--- config.mk ---
export PLATFORM = sky130hd
export DESIGN_NAME = dah_top
export DESIGN_NICKNAME = d
export VERILOG_FILES = /design/src/rtl/dah_pkg.sv /design/src/rtl/dah_regbus_if.sv /design/src/rtl/dah_axil.sv /design/src/rtl/dah_timer.sv /design/src/rtl/dah_top.sv
export SDC_FILE = /design/constraint.sdc
export NUM_CORES = 1
export LEC_CHECK = 0
export BUFFER_PORTS_ARGS = -buffer_cell sky130_fd_sc_hd__buf_4
export CAP_MARGIN = 5
export CORE_ASPECT_RATIO = 1.25
export CORE_MARGIN = 2
export CORE_UTILIZATION = 53
export DETAILED_ROUTE_END_ITERATION = 12
export PLACE_DENSITY = 0.8
export SLEW_MARGIN = 20
export SYNTH_ARGS = -nofsm -noshare
export SYNTH_HDL_FRONTEND = slang
export SYNTH_HIERARCHICAL = 1
export SYNTH_SLANG_ARGS = --single-unit
--- constraint.sdc ---
create_clock -name CLK -period 3.5 [get_ports CLK]
set_clock_uncertainty 0.05 [all_clocks]
set_input_delay 0.525 -clock CLK [delete_from_list [all_inputs] [get_ports CLK]]
set_output_delay 0.525 -clock CLK [all_outputs]
set_load 0.02 [all_outputs]
--- src/rtl/dah_pkg.sv ---
package dah_pkg;

	// ----------------------------------------------------------------
	// Timing
	// ----------------------------------------------------------------
	localparam int CLK_HZ = 25_000_000;
	localparam int CYC_PER_MS = CLK_HZ / 1000;
	localparam int INIT_MS = 100;
	localparam int START_DELAY_MS = 3200;
	localparam int DWELL_MS = 1000;
	localparam int INIT_CYC = INIT_MS * CYC_PER_MS;
	localparam int START_DELAY_CYC = START_DELAY_MS * CYC_PER_MS;
	localparam int DWELL_CYC = DWELL_MS * CYC_PER_MS;

	// ----------------------------------------------------------------
	// Register map
	// ----------------------------------------------------------------
	localparam logic [7:0] REG_CTRL = 8'h00;
	localparam logic [7:0] REG_AUTORUN = 8'h04;
	localparam logic [7:0] REG_SCALE = 8'h08;
	localparam logic [7:0] REG_STATUS = 8'h0C;
	localparam logic [7:0] REG_POS = 8'h10;

	localparam int CTRL_SERVO_NC = 0;
	localparam int CTRL_HOLD_NC = 1;
	localparam int CTRL_HOME_IO = 2;
	localparam int CTRL_SEARCH = 3;
	localparam int CTRL_TEACH = 4;
	localparam logic [2:0] CTRL_RST = 3'h3;

	localparam logic [8:0] AUTORUN_RST = 9'h1FF;
	localparam logic [21:0] SCALE_RST = 22'h057E40;
	localparam logic [21:0] SCALE_MAX = 22'h280000;

	localparam int ST_NORMAL = 0;
	localparam int ST_BUSY = 1;
	localparam int ST_HOLD = 2;
	localparam int ST_HOMING = 3;
	localparam int ST_HOME_CMP = 4;
	localparam int ST_HOME_DEF = 5;
	localparam int ST_SERVO = 6;
	localparam int ST_CHAN = 8;

	localparam logic [1:0] RESP_OKAY = 2'h0;
	localparam logic [1:0] RESP_SLVERR = 2'h2;

	typedef enum logic [2:0] {
		P_INIT = 3'b000,
		P_IDLE = 3'b001,
		P_WAIT = 3'b010,
		P_DELAY = 3'b011,
		P_MOVE = 3'b100,
		P_DWELL = 3'b101
	} dah_prog_e;

	function automatic logic dah_reg_known(input logic [7:0] a);
		return (a == REG_CTRL) || (a == REG_AUTORUN) || (a == REG_SCALE) ||
			(a == REG_STATUS) || (a == REG_POS);
	endfunction

	function automatic logic [31:0] dah_merge(input logic [31:0] old,
		input logic [31:0] nw, input logic [3:0] strb);
		logic [31:0] r;
		r = old;
		for (int i = 0; i < 4; i++)
			if (strb[i])
				r[8*i +: 8] = nw[8*i +: 8];
		return r;
	endfunction

	function automatic logic [21:0] dah_next_pos(input logic [21:0] p,
		input logic [21:0] div);
		logic [22:0] n;
		n = {1'b0, p} + 23'h000001;
		return (n >= {1'b0, div}) ? 22'h000000 : n[21:0];
	endfunction

endpackage

--- src/rtl/dah_regbus_if.sv ---
interface dah_regbus_if;
	logic wr_stb;
	logic [7:0] wr_addr;
	logic [31:0] wr_data;
	logic [3:0] wr_strb;
	logic [7:0] rd_addr;
	logic [31:0] rd_data;
	modport bus (output wr_stb, wr_addr, wr_data, wr_strb, rd_addr,
		input rd_data);
	modport core (input wr_stb, wr_addr, wr_data, wr_strb, rd_addr,
		output rd_data);
endinterface

--- src/rtl/dah_axil.sv ---
module dah_axil
	import dah_pkg::*;
(
	input wire logic clk,
	input wire logic rst_n,
	input wire logic [7:0] awaddr,
	input wire logic awvalid,
	output logic awready,
	input wire logic [31:0] wdata,
	input wire logic [3:0] wstrb,
	input wire logic wvalid,
	output logic wready,
	output logic [1:0] bresp,
	output logic bvalid,
	input wire logic bready,
	input wire logic [7:0] araddr,
	input wire logic arvalid,
	output logic arready,
	output logic [31:0] rdata,
	output logic [1:0] rresp,
	output logic rvalid,
	input wire logic rready,
	dah_regbus_if.bus rb
);
	logic aw_full_q, w_full_q, aw_full_d, w_full_d, bvalid_d, rvalid_d;
	logic [7:0] awaddr_q;
	logic [31:0] wdata_q;
	logic [3:0] wstrb_q;
	logic fire;

	assign fire = aw_full_q & w_full_q & ~bvalid;
	assign aw_full_d = (awvalid & awready) | (aw_full_q & ~fire);
	assign w_full_d = (wvalid & wready) | (w_full_q & ~fire);
	assign bvalid_d = fire | (bvalid & ~bready);
	assign rvalid_d = (arvalid & arready) | (rvalid & ~rready);
	assign rb.wr_stb = fire;
	assign rb.wr_addr = awaddr_q;
	assign rb.wr_data = wdata_q;
	assign rb.wr_strb = wstrb_q;
	assign rb.rd_addr = araddr;

	always_ff @(posedge clk or negedge rst_n)
	begin
		if (!rst_n)
		begin
			aw_full_q <= 1'b0;
			w_full_q <= 1'b0;
			awaddr_q <= 8'h00;
			wdata_q <= 32'h00000000;
			wstrb_q <= 4'h0;
			awready <= 1'b0;
			wready <= 1'b0;
			bvalid <= 1'b0;
			bresp <= RESP_OKAY;
		end
		else
		begin
			aw_full_q <= aw_full_d;
			w_full_q <= w_full_d;
			if (awvalid && awready)
				awaddr_q <= awaddr;
			if (wvalid && wready)
			begin
				wdata_q <= wdata;
				wstrb_q <= wstrb;
			end
			awready <= ~aw_full_d & ~bvalid_d;
			wready <= ~w_full_d & ~bvalid_d;
			bvalid <= bvalid_d;
			if (fire)
				bresp <= dah_reg_known(awaddr_q) ? RESP_OKAY : RESP_SLVERR;
		end
	end

	always_ff @(posedge clk or negedge rst_n)
	begin
		if (!rst_n)
		begin
			arready <= 1'b0;
			rvalid <= 1'b0;
			rdata <= 32'h00000000;
			rresp <= RESP_OKAY;
		end
		else
		begin
			arready <= ~rvalid_d;
			rvalid <= rvalid_d;
			if (arvalid && arready)
			begin
				rdata <= dah_reg_known(araddr) ? rb.rd_data : 32'h00000000;
				rresp <= dah_reg_known(araddr) ? RESP_OKAY : RESP_SLVERR;
			end
		end
	end
endmodule // dah_axil

--- src/rtl/dah_timer.sv ---
module dah_timer
	import dah_pkg::*;
#(
	parameter int W = 27,
	parameter logic [W-1:0] RST_VAL = '0
)
(
	input wire logic clk,
	input wire logic rst_n,
	input wire logic load,
	input wire logic [W-1:0] load_val,
	input wire logic run,
	output logic done
);
	logic [W-1:0] count_q;

	// Hold freezes the count rather than clearing it
	always_ff @(posedge clk or negedge rst_n)
	begin
		if (!rst_n)
			count_q <= RST_VAL;
		else if (load)
			count_q <= load_val;
		else if (run && count_q != '0)
			count_q <= count_q - 1'b1;
	end

	assign done = (count_q == '0);
endmodule // dah_timer

--- src/rtl/dah_top.sv ---
module dah_top
	import dah_pkg::*;
#(
	parameter int INIT_CYCLES = INIT_CYC,
	parameter int START_CYCLES = START_DELAY_CYC,
	parameter int DWELL_CYCLES = DWELL_CYC,
	parameter int TMR_W = 27
)
(
	input wire logic CLK,
	input wire logic RESET_N,
	input wire logic [7:0] S_AWADDR,
	input wire logic [2:0] S_AWPROT,
	input wire logic S_AWVALID,
	output logic S_AWREADY,
	input wire logic [31:0] S_WDATA,
	input wire logic [3:0] S_WSTRB,
	input wire logic S_WVALID,
	output logic S_WREADY,
	output logic [1:0] S_BRESP,
	output logic S_BVALID,
	input wire logic S_BREADY,
	input wire logic [7:0] S_ARADDR,
	input wire logic [2:0] S_ARPROT,
	input wire logic S_ARVALID,
	output logic S_ARREADY,
	output logic [31:0] S_RDATA,
	output logic [1:0] S_RRESP,
	output logic S_RVALID,
	input wire logic S_RREADY,
	input wire logic SERVO_ENABLE_INPUT,
	input wire logic HOLD_INPUT,
	input wire logic HOME_START_INPUT,
	input wire logic HOME_LIMIT_INPUT,
	input wire logic ALARM_INPUT,
	input wire logic ABS_HOME_VALID,
	output logic NORMAL_STATE_OUTPUT,
	output logic IN_OPERATION_OUTPUT,
	output logic HOME_COMPLETE_OUTPUT,
	output logic HOME_DEFINED_OUTPUT,
	output logic SERVO_ON_OUTPUT,
	output logic INCREMENTAL_USER_MOVE,
	output logic HOME_SEEK_OUTPUT
);
	// ----------------------------------------------------------------
	// Elaboration checks
	// ----------------------------------------------------------------
	generate
		if (TMR_W < 2 || TMR_W > 31)
			$error("dah_top: TMR_W out of range");
		if (INIT_CYCLES < 1 || INIT_CYCLES >= (1 << TMR_W))
			$error("dah_top: INIT_CYCLES does not fit timer");
		if (START_CYCLES < 2 || START_CYCLES >= (1 << TMR_W))
			$error("dah_top: START_CYCLES does not fit timer");
		if (DWELL_CYCLES < 2 || DWELL_CYCLES >= (1 << TMR_W))
			$error("dah_top: DWELL_CYCLES does not fit timer");
	endgenerate

	// ----------------------------------------------------------------
	// Register bus
	// ----------------------------------------------------------------
	dah_regbus_if rb ();

	dah_axil u_axil (
		.clk(CLK),
		.rst_n(RESET_N),
		.awaddr(S_AWADDR),
		.awvalid(S_AWVALID),
		.awready(S_AWREADY),
		.wdata(S_WDATA),
		.wstrb(S_WSTRB),
		.wvalid(S_WVALID),
		.wready(S_WREADY),
		.bresp(S_BRESP),
		.bvalid(S_BVALID),
		.bready(S_BREADY),
		.araddr(S_ARADDR),
		.arvalid(S_ARVALID),
		.arready(S_ARREADY),
		.rdata(S_RDATA),
		.rresp(S_RRESP),
		.rvalid(S_RVALID),
		.rready(S_RREADY),
		.rb(rb)
	);

	dah_prog_e state_q;
	logic [2:0] ctrl_q;
	logic [8:0] autorun_channel_param_q;
	logic [21:0] scale_division_param_q;
	logic [21:0] pos_q;
	logic hold_q, homing_q, home_done_q, home_defined_q, start_prev_q;
	logic wr_ctrl, wr_auto, wr_scale;
	logic [31:0] ctrl_wv, auto_wv, scale_wv;
	logic search_cmd, teach_cmd, start_rise, home_go, limit_hit;
	logic step_now, prog_go, running, tmr_done, tmr_load;
	logic [TMR_W-1:0] tmr_val;

	assign wr_ctrl = rb.wr_stb && rb.wr_addr == REG_CTRL;
	assign wr_auto = rb.wr_stb && rb.wr_addr == REG_AUTORUN;
	assign wr_scale = rb.wr_stb && rb.wr_addr == REG_SCALE;
	assign ctrl_wv = dah_merge({29'h0, ctrl_q}, rb.wr_data, rb.wr_strb);
	assign auto_wv = dah_merge({{23{autorun_channel_param_q[8]}},
		autorun_channel_param_q}, rb.wr_data, rb.wr_strb);
	assign scale_wv = dah_merge({10'h000, scale_division_param_q},
		rb.wr_data, rb.wr_strb);

	// Command bits are self-clearing and read back as zero
	always_ff @(posedge CLK or negedge RESET_N)
	begin
		if (!RESET_N)
			ctrl_q <= CTRL_RST;
		else if (wr_ctrl)
			ctrl_q <= ctrl_wv[2:0];
	end

	// Out-of-range values are dropped, keeping the old setting
	always_ff @(posedge CLK or negedge RESET_N)
	begin
		if (!RESET_N)
			autorun_channel_param_q <= AUTORUN_RST;
		else if (wr_auto && (auto_wv == 32'hFFFFFFFF ||
			auto_wv <= 32'h000000FF))
			autorun_channel_param_q <= auto_wv[8:0];
	end

	always_ff @(posedge CLK or negedge RESET_N)
	begin
		if (!RESET_N)
			scale_division_param_q <= SCALE_RST;
		else if (wr_scale && scale_wv != 32'h0 &&
			scale_wv <= {10'h000, SCALE_MAX})
			scale_division_param_q <= scale_wv[21:0];
	end

	always_comb
	begin
		rb.rd_data = 32'h00000000;
		case (rb.rd_addr)
			REG_CTRL: rb.rd_data = {29'h0, ctrl_q};
			REG_AUTORUN: rb.rd_data = {{23{autorun_channel_param_q[8]}},
				autorun_channel_param_q};
			REG_SCALE: rb.rd_data = {10'h000, scale_division_param_q};
			REG_STATUS:
			begin
				rb.rd_data[ST_NORMAL] = NORMAL_STATE_OUTPUT;
				rb.rd_data[ST_BUSY] = IN_OPERATION_OUTPUT;
				rb.rd_data[ST_HOLD] = hold_q;
				rb.rd_data[ST_HOMING] = homing_q;
				rb.rd_data[ST_HOME_CMP] = HOME_COMPLETE_OUTPUT;
				rb.rd_data[ST_HOME_DEF] = HOME_DEFINED_OUTPUT;
				rb.rd_data[ST_SERVO] = SERVO_ON_OUTPUT;
				rb.rd_data[ST_CHAN +: 8] = autorun_channel_param_q[7:0];
			end
			REG_POS: rb.rd_data = {10'h000, pos_q};
			default: rb.rd_data = 32'h00000000;
		endcase
	end

	// ----------------------------------------------------------------
	// Contact inputs
	// ----------------------------------------------------------------
	always_ff @(posedge CLK or negedge RESET_N)
	begin
		if (!RESET_N)
		begin
			SERVO_ON_OUTPUT <= 1'b0;
			hold_q <= 1'b1;
		end
		else
		begin
			SERVO_ON_OUTPUT <= SERVO_ENABLE_INPUT ^ ctrl_q[CTRL_SERVO_NC];
			hold_q <= HOLD_INPUT ^ ctrl_q[CTRL_HOLD_NC];
		end
	end

	// ----------------------------------------------------------------
	// Stored program sequencer
	// ----------------------------------------------------------------
	dah_timer #(
		.W(TMR_W),
		.RST_VAL(TMR_W'(INIT_CYCLES))
	) u_timer (
		.clk(CLK),
		.rst_n(RESET_N),
		.load(tmr_load),
		.load_val(tmr_val),
		.run(state_q == P_INIT || !hold_q),
		.done(tmr_done)
	);

	assign running = state_q == P_WAIT || state_q == P_DELAY ||
		state_q == P_MOVE || state_q == P_DWELL;
	assign prog_go = SERVO_ON_OUTPUT && !hold_q;
	// Program steps wait while a home return owns the motor
	assign step_now = state_q == P_MOVE && !hold_q && !homing_q;
	assign tmr_load = (state_q == P_WAIT && prog_go) || step_now;
	assign tmr_val = step_now ? TMR_W'(DWELL_CYCLES) : TMR_W'(START_CYCLES);

	// An alarm ends the program; only a reboot restarts it
	always_ff @(posedge CLK or negedge RESET_N)
	begin
		if (!RESET_N)
			state_q <= P_INIT;
		else if (running && ALARM_INPUT)
			state_q <= P_IDLE;
		else
		begin
			case (state_q)
				P_INIT:
					if (tmr_done)
						state_q <= autorun_channel_param_q[8] ? P_IDLE : P_WAIT;
				P_IDLE: state_q <= P_IDLE;
				P_WAIT:
					if (prog_go)
						state_q <= P_DELAY;
				P_DELAY:
					if (tmr_done)
						state_q <= P_MOVE;
				P_MOVE:
					if (step_now)
						state_q <= P_DWELL;
				P_DWELL:
					if (tmr_done)
						state_q <= P_MOVE;
				default: state_q <= P_INIT;
			endcase
		end
	end

	always_ff @(posedge CLK or negedge RESET_N)
	begin
		if (!RESET_N)
		begin
			NORMAL_STATE_OUTPUT <= 1'b0;
			IN_OPERATION_OUTPUT <= 1'b0;
			INCREMENTAL_USER_MOVE <= 1'b0;
		end
		else
		begin
			NORMAL_STATE_OUTPUT <= state_q != P_INIT && !ALARM_INPUT;
			IN_OPERATION_OUTPUT <= running;
			INCREMENTAL_USER_MOVE <= step_now;
		end
	end

	// ----------------------------------------------------------------
	// Home return
	// ----------------------------------------------------------------
	assign search_cmd = wr_ctrl && ctrl_wv[CTRL_SEARCH];
	assign teach_cmd = wr_ctrl && ctrl_wv[CTRL_TEACH] && !homing_q;
	assign start_rise = HOME_START_INPUT && !start_prev_q &&
		ctrl_q[CTRL_HOME_IO];
	assign home_go = (start_rise || search_cmd) && !homing_q &&
		SERVO_ON_OUTPUT && NORMAL_STATE_OUTPUT;
	assign limit_hit = homing_q && HOME_LIMIT_INPUT &&
		ctrl_q[CTRL_HOME_IO];

	always_ff @(posedge CLK or negedge RESET_N)
	begin
		if (!RESET_N)
			start_prev_q <= 1'b0;
		else
			start_prev_q <= HOME_START_INPUT;
	end

	always_ff @(posedge CLK or negedge RESET_N)
	begin
		if (!RESET_N)
			homing_q <= 1'b0;
		else if (limit_hit || ALARM_INPUT)
			homing_q <= 1'b0;
		else if (home_go)
			homing_q <= 1'b1;
	end

	always_ff @(posedge CLK or negedge RESET_N)
	begin
		if (!RESET_N)
			home_done_q <= 1'b0;
		else if (limit_hit || teach_cmd)
			home_done_q <= 1'b1;
		else if (home_go)
			home_done_q <= 1'b0;
	end

	// Retained home is picked up as initialisation ends
	always_ff @(posedge CLK or negedge RESET_N)
	begin
		if (!RESET_N)
			home_defined_q <= 1'b0;
		else if (limit_hit || teach_cmd)
			home_defined_q <= 1'b1;
		else if (state_q == P_INIT && tmr_done && ABS_HOME_VALID)
			home_defined_q <= 1'b1;
	end

	always_ff @(posedge CLK or negedge RESET_N)
	begin
		if (!RESET_N)
			pos_q <= 22'h000000;
		else if (limit_hit)
			pos_q <= 22'h000000;
		else if (teach_cmd)
			pos_q <= 22'h000000;
		else if (step_now)
			pos_q <= dah_next_pos(pos_q, scale_division_param_q);
	end

	always_ff @(posedge CLK or negedge RESET_N)
	begin
		if (!RESET_N)
		begin
			HOME_COMPLETE_OUTPUT <= 1'b0;
			HOME_DEFINED_OUTPUT <= 1'b0;
			HOME_SEEK_OUTPUT <= 1'b0;
		end
		else
		begin
			HOME_COMPLETE_OUTPUT <= home_done_q && pos_q == 22'h0;
			HOME_DEFINED_OUTPUT <= home_defined_q;
			HOME_SEEK_OUTPUT <= homing_q || home_go;
		end
	end
endmodule // dah_top
Yosys cells after proc, flatten, opt, wreduce, memory -nomap -nowiden
Cells that the tools add are included.
{"block": "op_classes", "n_reduce_logical": 67, "eq_ne": 18, "mux": 36, "n_bitwise": 25, "n_lt_le_gt_ge": 3, "add_sub_neg": 2}
{"op": "22-bit 2-to-1 mux", "count": 4}
{"op": "27-bit 2-to-1 mux", "count": 3}
{"op": "8-bit 2-to-1 mux", "count": 8}
{"op": "16-bit case mux with 3 select lines", "count": 1}
{"op": "7-bit case mux with 5 select lines", "count": 1}
{"op": "32-bit equality test (second input constant)", "count": 1}
{"op": "8-bit by 4-bit equality test with 1-bit output (second input constant)", "count": 4}
{"op": "32-bit by 22-bit <= comparator with 1-bit output (second input constant)", "count": 1}
{"op": "32-bit by 8-bit <= comparator with 1-bit output (second input constant)", "count": 1}
{"op": "32-bit 2-to-1 mux", "count": 1}
{"op": "8-bit case mux with 4 select lines", "count": 1}
{"op": "32-bit nonzero test", "count": 1}
{"op": "1-bit logical AND", "count": 29}
{"op": "27-bit zero test", "count": 1}
{"op": "27-bit nonzero test", "count": 1}
{"op": "27-bit by 1-bit subtractor with 27-bit output (second input constant)", "count": 1}
{"op": "22-bit by 1-bit adder with 23-bit output (second input constant)", "count": 1}
{"op": "23-bit by 22-bit >= comparator with 1-bit output", "count": 1}
{"op": "22-bit zero test", "count": 1}
{"op": "1-bit logical OR", "count": 18}
{"op": "8-bit by 3-bit equality test with 1-bit output (second input constant)", "count": 2}
{"op": "8-bit by 5-bit equality test with 1-bit output (second input constant)", "count": 2}
{"op": "8-bit zero test", "count": 2}
{"op": "3-bit 2-to-1 mux", "count": 5}
{"op": "22 further kinds", "count": 60}
{"block": "totals", "wordCells": 182, "input_bits": 71, "out_inout_bits": 48, "ff_bits": 185}

Logic depth before layout (Yosys ltp)
Gate-level depths: netlist of the first run.
{"block": "logic_depth", "ltp_word": 10, "ltp_mapped": 15, "ltp_nobuf": 12}

By module
The synthesis of the first run kept the hierarchy.
{"mod": "dah_top", "area_each_um2": 4717.0, "n_inst": 1, "seq_area_each_um2": 1803.0, "cells_per_inst": 489}
{"mod": "dah_axil", "area_each_um2": 3230.6, "n_inst": 1, "seq_area_each_um2": 2127.0, "cells_per_inst": 207}
{"mod": "dah_timer", "area_each_um2": 1831.8, "n_inst": 1, "seq_area_each_um2": 685.7, "cells_per_inst": 199}

Least setup slack after synthesis of the first run
No wires, ideal clock.
{"block": "synth_timing", "path_kind": "register to register", "startpoint": "reg pos_q[6]", "endpoint": "reg pos_q[12]", "t_arrival_ps": 3731, "path_buffers": 3, "slack_ps": -347, "period_less_slack_ps": 3847, "setup_ps": 66, "stages_incl_launch_ff": 16, "required_ps": 3384, "path_cell_list": "dfrtp_1 > clkbuf_1 > nand4_1 > or2_2 > nor3_1 > and3_1 > xor2_1 > ha_1 > a21oi_1 > o211ai_1 > a211o_1 > or4_1 > clkbuf_1 > nor2_2 > buf_2 > a22o_1"}
{"block": "synth_via", "elab_chain_cells": 6}
{"item": "from (decl)", "line": "dah_top.sv:91", "rtl": "logic [21:0] pos_q;"}
{"item": "from (signal assigned)", "line": "dah_top.sv:307", "rtl": "pos_q <= dah_next_pos(pos_q, scale_division_param_q);"}
{"item": "22-bit by 1-bit adder with 23-bit output (*)", "line": "dah_pkg.sv:74", "rtl": "n = {1'b0, p} + 23'h000001;"}
{"item": "23-bit by 22-bit >= comparator with 1-bit output", "line": "dah_pkg.sv:75", "rtl": "return (n >= {1'b0, div}) ? 22'h000000 : n[21:0];"}
{"item": "22-bit 2-to-1 mux (*)", "line": "dah_pkg.sv:75"}
{"item": "22-bit 2-to-1 mux (*)", "line": "dah_top.sv:306", "rtl": "else if (step_now)"}
{"item": "22-bit 2-to-1 mux (*)", "line": "dah_top.sv:304", "rtl": "else if (teach_cmd)"}
{"item": "22-bit 2-to-1 mux (*)", "line": "dah_top.sv:302", "rtl": "else if (limit_hit)"}
Mark *: on every way between the ends. The rest lies on a longest branch, timed or not. The select of a mux whose other input is x is not followed.
A chain may end at the register's enable or synchronous reset.

Worst setup path in the final report of the first run
{"block": "layout_timing", "startpoint": "reg pos_q[6]", "endpoint": "reg pos_q[10]"}
Same word-level chain as after synthesis.

==> flow_summary.json, run 1 <==
{
  "firstDrtPassIters": 6,
  "setup_tns_ps": -48.5,
  "place_ws_ps": -302,
  "cts.sinks": 183,
  "dp.cells": 1252,
  "synth_warnings": 6,
  "fmax_mhz": 282,
  "path_clk_slew_ps": 70,
  "grt_pass1_wl_um": 39500,
  "clock-root-buffer": "clkbuf_16",
  "drc": 0,
  "relSlewSlack_pct": 46.2,
  "initial_core_util_pct": 54.0,
  "grt_pass1_vias": 7696,
  "r2r_end": "pos_q[10]",
  "fillers": 1378,
  "r2r_start": "pos_q[6]",
  "area_growth_pct": 23.5,
  "synth_cell_types": 81,
  "synth_enable_flop_cells": 0,
  "holdBufCountCts": 0,
  "die_h_um": 156,
  "min_path_type": "input port to async pin",
  "grt_usage_pct": 25.2,
  "fin_cells": 1293,
  "fin_crit_ps": 3550,
  "die_area_um2": 19600,
  "status": "finished, violations left",
  "first_iter_violations": 583,
  "numCtsBuffers": 17,
  "port_buffers": 110,
  "via_per_inst": 6.08,
  "avgSynthCellArea_um2": 10.9,
  "setup_viol": 1,
  "end_kind": "flop",
  "worst_slew_pin_slew_ps": 806,
  "die-width_um": 125,
  "final_hold_viol_count": 0,
  "dp_hpwl_um": 17700,
  "gp_congestion": 0.952,
  "ys_seq_area_share_pct": 47.2,
  "syn_area_um2": 9780,
  "htree_levels": 4,
  "crit_path_top_delay_cell": "a2111oi_0",
  "setup_ws_ps": -48.5,
  "num_antenna_cells": 0,
  "antenna_found_initial": 0,
  "violations": "setup timing",
  "p_leak_uw": 0.00553,
  "worstPathRequired_ps": 3770,
  "wire_per_inst_um": 19.2,
  "arrival_ps": 3820,
  "cpPeakStageDelay_ps": 470,
  "rsz0062_at_grt": "true",
  "vdd_drop_max_v": 0.000385,
  "rr_worst_depth": 14,
  "power.density_nw_per_um2": 518,
  "ys_async_sr_fraction_pct": 100,
  "synthCells": 895,
  "drive_gt1_share_pct": 38.9,
  "grt_max_degree": 84,
  "clk_latency_ps": 430,
  "final_cell_mix": "buf_4 (168), dfrtp_1 (154), mux2_2 (76)",
  "slew_viol_final": 0,
  "pin_count": 119,
  "core_um2": 18100,
  "wl_um": 24800,
  "final_common_cell": "buf_4",
  "yosys_most_used_dff": "dfrtp_1",
  "cap_violations": 0,
  "ys_seq_elements": 183,
  "ant_nets": 0,
  "reg2reg_slack_ps": -50,
  "critPathMaxFanout": 7,
  "path_cells": "nand4_1 > or2_4 > nor3_4 > nand3_1 > xnor2_2 > ha_1 > nand3_2 > buf_4 > a2111oi_0 > or4_4 > buf_6 > buf_4 > nor3_1 > o31a_1",
  "period_share_pct": 101,
  "cts_tree": "built",
  "path_class": "flop to flop",
  "crit_path_frequent_cell": "buf_4",
  "std_cell_rows": 55,
  "layout.nets": 1148,
  "cp-start-kind": "flop",
  "cts_buffer_depth": 2,
  "vias": 7864,
  "grt_overflow": 0
}
[Yosys cell counts, types with 10 or more instances]
master,count,share of area (%)
a22o_1,18,1.6
nand4_1,23,1.5
dfstp_2,29,7.8
o21ai_0,25,1.3
a21oi_1,14,0.72
clkbuf_1,31,1.2
ha_1,25,3.2
a22o_2,29,3.0
xnor2_1,19,1.7
buf_4,10,0.77
nor2_1,29,1.1
nand3_1,25,1.3
dfrtp_1,154,39
nand2_1,76,2.9
mux2_2,76,8.8
or4_1,18,1.4
inv_1,43,1.7
nand2b_1,11,0.70
a31oi_1,12,0.77
nor3_1,21,1.1
nor4_1,14,0.90
[power breakdown]
part	internal, µW	switching (µW)	leakage [µW]
combinational	650	630	0.00296
sequential	2520	476	0.00228
clock	1160	817	0.000290
[area by class of cell]
cell class / instances / area [µm²] / area share, %
clock inverter: 11 / 149 / 1.23
multi-input combinational: 633 / 5060 / 41.9
timing repair buffer: 174 / 1350 / 11.1
inverter: 43 / 161 / 1.34
clock buffer: 21 / 460 / 3.81
tap: 228 / 285 / 2.36
sequential: 183 / 4620 / 38.2
[how the worst max path moves through the flow]
stage,from,end
after global placement,pos_q[7],pos_q[16]
after floorplan,pos_q[6],pos_q[12]
after global routing,pos_q[7],pos_q[10]
after detailed placement,pos_q[7],pos_q[8]
final,pos_q[6],pos_q[10]
after CTS,pos_q[2],pos_q[10]
[what timing repair did]
action | in CTS | in global routing
pin swaps | 3 | 19
gates resized for setup | 8 | 37
buffers inserted | 2 | 7
cloned | 0 | 0
setup endpoints to repair | 21 | 21
[state kept, by name, summed over array words and instances, names as in the netlist, 3 cells and up]
signal                   flops
ctrl_q                       3
u_axil/rb.wr_strb            4
autorun_channel_param_q      9
u_axil/rb.wr_data           32
pos_q                       22
u_axil/rdata                32
u_timer/count_q             27
scale_division_param_q      22
state_q                      3
u_axil/rb.wr_addr            8
[layer usage]
layer | wire length (µm) | vias to the layer above | GRT usage, %
met5 | 0 | - | 0
met4 | 1010 | 0 | 12.5
met3 | 1410 | 62 | 3.91
met2 | 12100 | 287 | 41.4
met1 | 10300 | 3839 | 32.7
li1 | - | 3676 | -
[kinds of logic after synthesis]
group           after synthesis  share of synthesized area, %
compound gates              194                          16.0
other cells                   3                         0.115
buf+inv                      93                          4.52
flops                       183                          47.2
mux                          82                          9.38
simple gates                292                          17.5
xor+xnor                     23                          2.06
fa+ha+maj                    25                          3.20
[metrics by stage]
stage	utilization [%]	cell area [µm²]	power (µW)	hold slack, ps
2_1_floorplan	-	9850	3820	179
3_3_place_gp	61.4	11100	4210	316
3_5_place_dp	61.4	11100	4270	321
4_1_cts	65.1	11800	6270	126
5_1_grt	66.7	12100	6560	157
6_report	66.7	12100	6260	73.1
[worst max-delay path, delay by kind of cell, from the launching register on]
| family | cells | cell delay, ps |
|---|---|---|
| xor+xnor | 1 | 190 |
| fa+ha+maj | 1 | 400 |
| flops | 1 | 350 |
| compound gates | 2 | 710 |
| buf+inv | 3 | 400 |
| simple gates | 7 | 1320 |
Power figures use the tool's default switching activity.
==> run 2: changes to the inputs <==
--- a/config.mk
+++ b/config.mk
@@ -10,10 +10,10 @@
 export CORE_ASPECT_RATIO = 1.25
 export CORE_MARGIN = 2
 export CORE_UTILIZATION = 53
+export CTS_CLUSTER_DIAMETER = 60
 export DETAILED_ROUTE_END_ITERATION = 12
 export PLACE_DENSITY = 0.8
 export SLEW_MARGIN = 20
 export SYNTH_ARGS = -nofsm -noshare
 export SYNTH_HDL_FRONTEND = slang
-export SYNTH_HIERARCHICAL = 1
 export SYNTH_SLANG_ARGS = --single-unit
==> run 2 against run 1 <==
Net effect: the flow now finishes without violations; non-clock buffer count shrank 36; clock power is essentially flat; critical path depth is the same; final cell count shrank 8.1%; core utilization shrank 1.8 points; largest cell class unchanged; largest power group unchanged.
==> flow_summary.json, run 2 <==
{
  "status": "finished clean",
  "pin_count": 119,
  "final_common_cell": "dfrtp_1",
  "fillers": 1296,
  "drc": 0,
  "ys_async_sr_fraction_pct": 100,
  "yosys_most_used_dff": "dfrtp_1",
  "path_clk_slew_ps": 60,
  "place_ws_ps": 191,
  "synth_enable_flop_cells": 0,
  "relSlewSlack_pct": 42.9,
  "worstPathRequired_ps": 3800,
  "ant_nets": 0,
  "synthCells": 843,
  "area_growth_pct": 19.4,
  "num_antenna_cells": 0,
  "netlist.area_leader.share_pct": 39.3,
  "antenna_found_initial": 0,
  "setup_ws_ps": 137,
  "critPathMaxFanout": 16,
  "ys_seq_area_share_pct": 47.5,
  "core_um2": 17000,
  "grt_usage_pct": 24.7,
  "placement.cell_area_um2": 10300,
  "end_kind": "flop",
  "r2r_start": "pos_q[1]",
  "slew_viol_final": 0,
  "holdBufCountCts": 0,
  "p_leak_uw": 0.00494,
  "power.density_nw_per_um2": 606,
  "fin_crit_ps": 3360,
  "wire_per_inst_um": 18.5,
  "grt_max_degree": 88,
  "fin_cells": 1188,
  "synth_warnings": 0,
  "firstDrtPassIters": 7,
  "ys_seq_elements": 174,
  "critPathLaunch": "pos_q[1]",
  "cap_violations": 0,
  "gp_congestion": 0.919,
  "fmax_mhz": 297,
  "grt_pass1_wl_um": 35900,
  "synth_mux_area_share_pct": 10.9,
  "synth_fa_ha_area_share_pct": 3.49,
  "path_cells": "ha_2 > nand4_1 > nor3_2 > buf_4 > nand4_1 > xnor2_1 > ha_1 > and3_1 > and3_1 > a2111oi_4 > nand4_2 > nor2_4 > buf_12 > a22o_1",
  "setup_viol": 0,
  "worst_slew_pin_slew_ps": 854,
  "final_hold_viol_count": 0,
  "synthXorXnorAreaFrac_pct": 4.46,
  "cts.sinks": 174,
  "synthTopCellsByArea": "dfrtp_1 (39%), dfstp_2 (8.2%), mux2_2 (6.8%)",
  "cts_buffer_depth": 2,
  "std_cell_rows": 53,
  "vias": 7184,
  "clock-root-buffer": "clkbuf_16",
  "arrival_ps": 3670,
  "synth-simple-area-share_pct": 17.2,
  "min_path_type": "input port to async pin",
  "drive_gt1_share_pct": 30.7,
  "layout.nets": 1051,
  "synth_top_cell_by_area": "dfrtp_1",
  "die_area_um2": 18500,
  "whs_ps": 108,
  "reg2reg_slack_ps": 140,
  "synth_cell_types": 80,
  "path_class": "flop to flop",
  "first_iter_violations": 628,
  "synth_compound_area_share_pct": 12.4,
  "cts_tree": "built",
  "crit_path_top_delay_cell": "dfrtp_1",
  "port_buffers": 110,
  "worst-path-buf-inv": 2,
  "numCtsBuffers": 17,
  "dp_hpwl_um": 16000,
  "period_share_pct": 96.1,
  "synth_top_family_by_area": "simple AND/OR/NAND/NOR gates",
  "grt_overflow": 0,
  "cpPeakStageDelay_ps": 350,
  "clk_latency_ps": 420,
  "vdd_drop_max_v": 0.000477,
  "dp.cells": 1154,
  "largest_reg_flops": 32,
  "yosys.cell_count.top_type": "dfrtp_1",
  "synth_commonest_cells": "dfrtp_1 (145), nand2_1 (68), mux2_2 (56)",
  "avgSynthCellArea_um2": 11.0,
  "fin_area_um2": 11000,
  "crit_family": "simple AND/OR/NAND/NOR gates",
  "die_h_um": 152,
  "die-width_um": 122,
  "grt_pass1_vias": 7186,
  "wl_um": 21900,
  "cp-start-kind": "flop",
  "syn_area_um2": 9240,
  "via_per_inst": 6.05,
  "final_cell_mix": "dfrtp_1 (144), buf_4 (134), nand2_1 (68)",
  "htree_levels": 4,
  "initial_core_util_pct": 54.4
}
[run 2: cell count changes in the layout (fill, tap and decap cells not counted), moves of 12 or more]
cell     delta
a22o_1     +18
a22o_2     -29
buf_4      -34
conb_1     -15
mux2_2     -20
mux2_4     +15
nor2_1     +12
o21ai_1    +14
xnor2_1    +14
xor2_1     +15
[run 2: cells by family (layout without fill, tap and decap cells)]
group,after synthesis,after routing
AND/OR/NAND/NOR,276,276
flip-flops,174,174
AO/OA/AOI/OAI,149,149
multiplexers,85,85
buffers and inverters,85,209
XOR/XNOR,47,47
adder cells (fa/ha/maj),26,26
other,1,2
[run 2: worst paths after layout]
kind | to | cells after the start
min in group CLK | start_prev_q | 1
worst max-delay path | pos_q[8] | 14
max in group asynchronous | scale_division_param_q[16] | 2
worst max register to register | pos_q[8] | 14
worst min register to register | HOME_DEFINED_OUTPUT | 0
worst min-delay path | u_axil.rb.wr_data[21] | 1
[run 2: through the flow]
stage	util (%)	TNS, ps	total power [µW]
global route	65.0	-58.5	7040
detailed placement	60.9	0	4740
CTS	64.5	0	6700
floorplan	-	0	4170
global placement	60.9	0	4650
finish	65.0	0	6680
[run 2: report_power, final]
group | total (µW) | switching, µW | internal (µW)
clock network | 1950 | 770 | 1180
logic | 1590 | 780 | 809
registers | 3140 | 619 | 2520
[run 2: layout make-up]
type                       instances  area, µm²  area share, %
clock buffer                      23        478           4.33
clock inverter                     9        135           1.23
inverter                          39        146           1.33
multi-input combinational        585       4530           41.1
sequential                       174       4390           39.8
tap                              220        275           2.50
timing repair buffer             138       1070           9.69
[run 2: per-layer routing]
metal / vias up / part of all wire [%] / GRT usage (%) / routed length (µm)
met3: 37 / 8.2 / 4.72 / 1810
li1: 3357 / - / - / -
met2: 279 / 49 / 41.2 / 10800
met5: - / 0 / 0 / 0
met4: 0 / 2.2 / 8.56 / 476
met1: 3511 / 40 / 32.3 / 8830
[run 2: what timing repair did]
| item | 4_1_cts | 5_1_grt |
|---|---|---|
| setup endpoints to repair | 0 | 22 |
| gates resized for setup | 0 | 10 |
| setup buffers | 0 | 2 |
==> run 3: changes to the inputs <==
--- a/config.mk
+++ b/config.mk
@@ -5,14 +5,15 @@
 export SDC_FILE = /design/constraint.sdc
 export NUM_CORES = 1
 export LEC_CHECK = 0
+export ABC_AREA = 1
 export BUFFER_PORTS_ARGS = -buffer_cell sky130_fd_sc_hd__buf_4
 export CAP_MARGIN = 5
 export CORE_ASPECT_RATIO = 1.25
 export CORE_MARGIN = 2
-export CORE_UTILIZATION = 53
+export CORE_UTILIZATION = 54
 export CTS_CLUSTER_DIAMETER = 60
 export DETAILED_ROUTE_END_ITERATION = 12
-export PLACE_DENSITY = 0.8
+export PLACE_DENSITY = 0.81
 export SLEW_MARGIN = 20
 export SYNTH_ARGS = -nofsm -noshare
 export SYNTH_HDL_FRONTEND = slang
==> run 3 against run 2 <==
Net effect: combinational power shrank 12%; final cell count increased by 47%; die area is 9.2% higher; global-route usage is 3.0 points higher; synthesized cell count rose by 67%; core utilization down 1.9 points; largest cell class unchanged; highest routed layer unchanged.
==> flow_summary.json, run 3 <==
{
  "status": "finished clean",
  "clock_power_share_pct": 30.6,
  "multi_input_area_um2": 5050,
  "yosys_most_used_dff": "dfrtp_1",
  "final_common_cell": "nand2_1",
  "wl_um": 27100,
  "cts_buffer_depth": 2,
  "arrival_ps": 3210,
  "synth_top_cell_by_area": "dfrtp_1",
  "clock-root-buffer": "clkbuf_16",
  "ys_async_sr_fraction_pct": 100,
  "cap_violations": 0,
  "cts_tree": "built",
  "fin_cells": 1747,
  "post_cts_buffers": 0,
  "synth_fa_ha_area_share_pct": 3.04,
  "port_buffers": 110,
  "die-width_um": 128,
  "end_kind": "flop",
  "relSlewSlack_pct": 39.2,
  "p_leak_uw": 0.00612,
  "combPwrFrac_pct": 24.1,
  "fin_crit_ps": 2940,
  "clk_latency_ps": 440,
  "crit_path_frequent_cell": "nand2_1",
  "core_um2": 18700,
  "vdd_drop_max_v": 0.000474,
  "cts.sinks": 174,
  "synth_mux_area_share_pct": 4.37,
  "pin_count": 119,
  "antenna_found_initial": 0,
  "cp-start-kind": "flop",
  "regArea_um2": 4390,
  "area_growth_pct": 14.6,
  "grt_overflow": 0,
  "grt_max_degree": 83,
  "synth_compound_area_share_pct": 8.87,
  "ys_seq_elements": 174,
  "setup_tns_ps": 0,
  "grt_usage_pct": 27.7,
  "path_clk_slew_ps": 70,
  "critPathMaxFanout": 22,
  "std_cell_rows": 56,
  "avgSynthCellArea_um2": 7.32,
  "synth_cell_types": 41,
  "final_cell_mix": "nand2_1 (433), nor2_1 (189), inv_1 (147)",
  "fmax_mhz": 340,
  "worst_slew_pin_slew_ps": 911,
  "path_cells": "ha_1 > nand2_1 > nor2_1 > nand2_1 > xor2_1 > inv_1 > ha_1 > nand2_1 > nor4_1 > nand3_1 > nand2_1 > nand2_1 > buf_12 > nand3_1 > nand2_1",
  "internal_power_uw": 3860,
  "post_cts_resized": 0,
  "die_area_um2": 20200,
  "htree_levels": 4,
  "setup_viol": 0,
  "ys_seq_area_share_pct": 42.6,
  "worstPathRequired_ps": 3780,
  "synth_warnings": 0,
  "path_class": "flop to flop",
  "crit_path_top_delay_cell": "nor4_1",
  "layout.nets": 1598,
  "syn_area_um2": 10300,
  "synth_commonest_cells": "nand2_1 (433), nor2_1 (189), inv_1 (147)",
  "fillers": 1632,
  "cpPeakStageDelay_ps": 430,
  "drc": 0,
  "worst-path-buf-inv": 2,
  "yosys.cell_count.top_type": "nand2_1",
  "gp_congestion": 0.993,
  "slew_viol_final": 0,
  "synth_top_family_by_area": "simple AND/OR/NAND/NOR gates",
  "power.density_nw_per_um2": 492,
  "p_switching_uw": 1940,
  "dp.cells": 1715,
  "vias": 9654,
  "grt_pass1_wl_um": 44500,
  "die_h_um": 158,
  "holdBufCountCts": 0,
  "drive_gt1_share_pct": 16.4,
  "largest_reg_flops": 32,
  "num_antenna_cells": 0,
  "dp_hpwl_um": 20200,
  "synth_enable_flop_cells": 0,
  "crit_family": "simple AND/OR/NAND/NOR gates",
  "ant_nets": 0,
  "min_path_type": "input port to async pin",
  "initial_core_util_pct": 55.1,
  "synth-simple-area-share_pct": 31.3,
  "synthTopCellsByArea": "dfrtp_1 (35%), nand2_1 (16%), dfstp_2 (7.4%)",
  "netlist.area_leader.share_pct": 35.2,
  "numCtsBuffers": 17,
  "seqPwrFrac_pct": 45.3,
  "period_share_pct": 84.0,
  "final_hold_viol_count": 0,
  "grt_pass1_vias": 9128,
  "first_iter_violations": 902,
  "synthCells": 1408,
  "rsz0062_at_grt": "false",
  "swShare_pct": 33.5,
  "via_per_inst": 5.53,
  "synthXorXnorAreaFrac_pct": 1.36,
  "wire_per_inst_um": 15.5,
  "firstDrtPassIters": 5
}
==> run 3: cell count changes in the layout (fill, tap and decap cells not counted), moves of 15 or more <==
cell	delta
inv_1	+108
mux2_2	-16
mux2_4	-15
nand2_1	+365
nor2_1	+149
nand3_1	+76
nor4_1	-17
o21ai_0	+57
a21oi_1	+28
a22o_1	-36
xnor2_1	-24
==> run 3: stage by stage <==
stage	cell area (µm²)	utilization, %	setup WS, ps	total power (µW)	hold slack (ps)
floorplan	10300	-	874	3630	179
global placement	11300	60.2	633	4000	310
detailed placement	11300	60.2	603	4050	314
CTS	11800	63.1	583	5820	112
global route	11800	63.1	197	6130	141
finish	11800	63.1	561	5810	67.7
==> run 3: cell families (layout without fill, tap and decap cells) <==
logic type | count (synthesis) | in the layout
compound gates | 169 | 169
xor+xnor | 16 | 16
fa+ha+maj | 25 | 25
buf+inv | 202 | 308
flops | 174 | 174
mux | 40 | 40
other cells | 1 | 2
simple gates | 781 | 781
==> run 3: worst reg2reg max path, cell delays in order (launching register included) <==
cell and delay (ps):
dfrtp_1 360, ha_1 300, nand2_1 140, nor2_1 150, nand2_1 140, xor2_1 200
inv_1 70, ha_1 290, nand2_1 90, nor4_1 430, nand3_1 130, nand2_1 80
nand2_1 80, buf_12 170, nand3_1 100, nand2_1 60
==> run 3: per-layer routing <==
metal / share of wire [%] / GRT usage [%] / vias up
met2: 49 / 46.6 / 403
met3: 6.0 / 4.50 / 83
li1: - / - / 4692
met1: 41 / 34.6 / 4476
met5: 0 / 0 / -
met4: 4.2 / 13.9 / 0
==> run 3: layout make-up <==
class	instances	area share, %
clock buffers	22	3.93
repair buffers	124	8.13
well taps	232	2.46
clock inverters	10	0.678
multi-input cells	1033	42.8
inverters	152	4.83
flip-flops and latches	174	37.2
==> run 3: worst paths after layout <==
kind	end	depth (start not counted)	from	slack [ps]
max	pos_q[4]	15	pos_q[0]	560
min	u_axil.rb.wr_data[24]	1	RESET_N	70
max reg2reg	pos_q[4]	15	pos_q[0]	560
min reg2reg	HOME_DEFINED_OUTPUT	0	home_defined_q	340
max in group asynchronous	ctrl_q[1]	2	RESET_N	2410
min in group CLK	start_prev_q	1	HOME_START_INPUT	180
==> run 3: power groups by stage <==
stage / sequential, µW / clock, µW / combinational (µW)
floorplan: 2560 / 0 / 1070
global placement: 2640 / 0 / 1360
detailed placement: 2660 / 0 / 1390
CTS: 2620 / 1800 / 1400
global route: 2670 / 1890 / 1580
finish: 2630 / 1780 / 1400
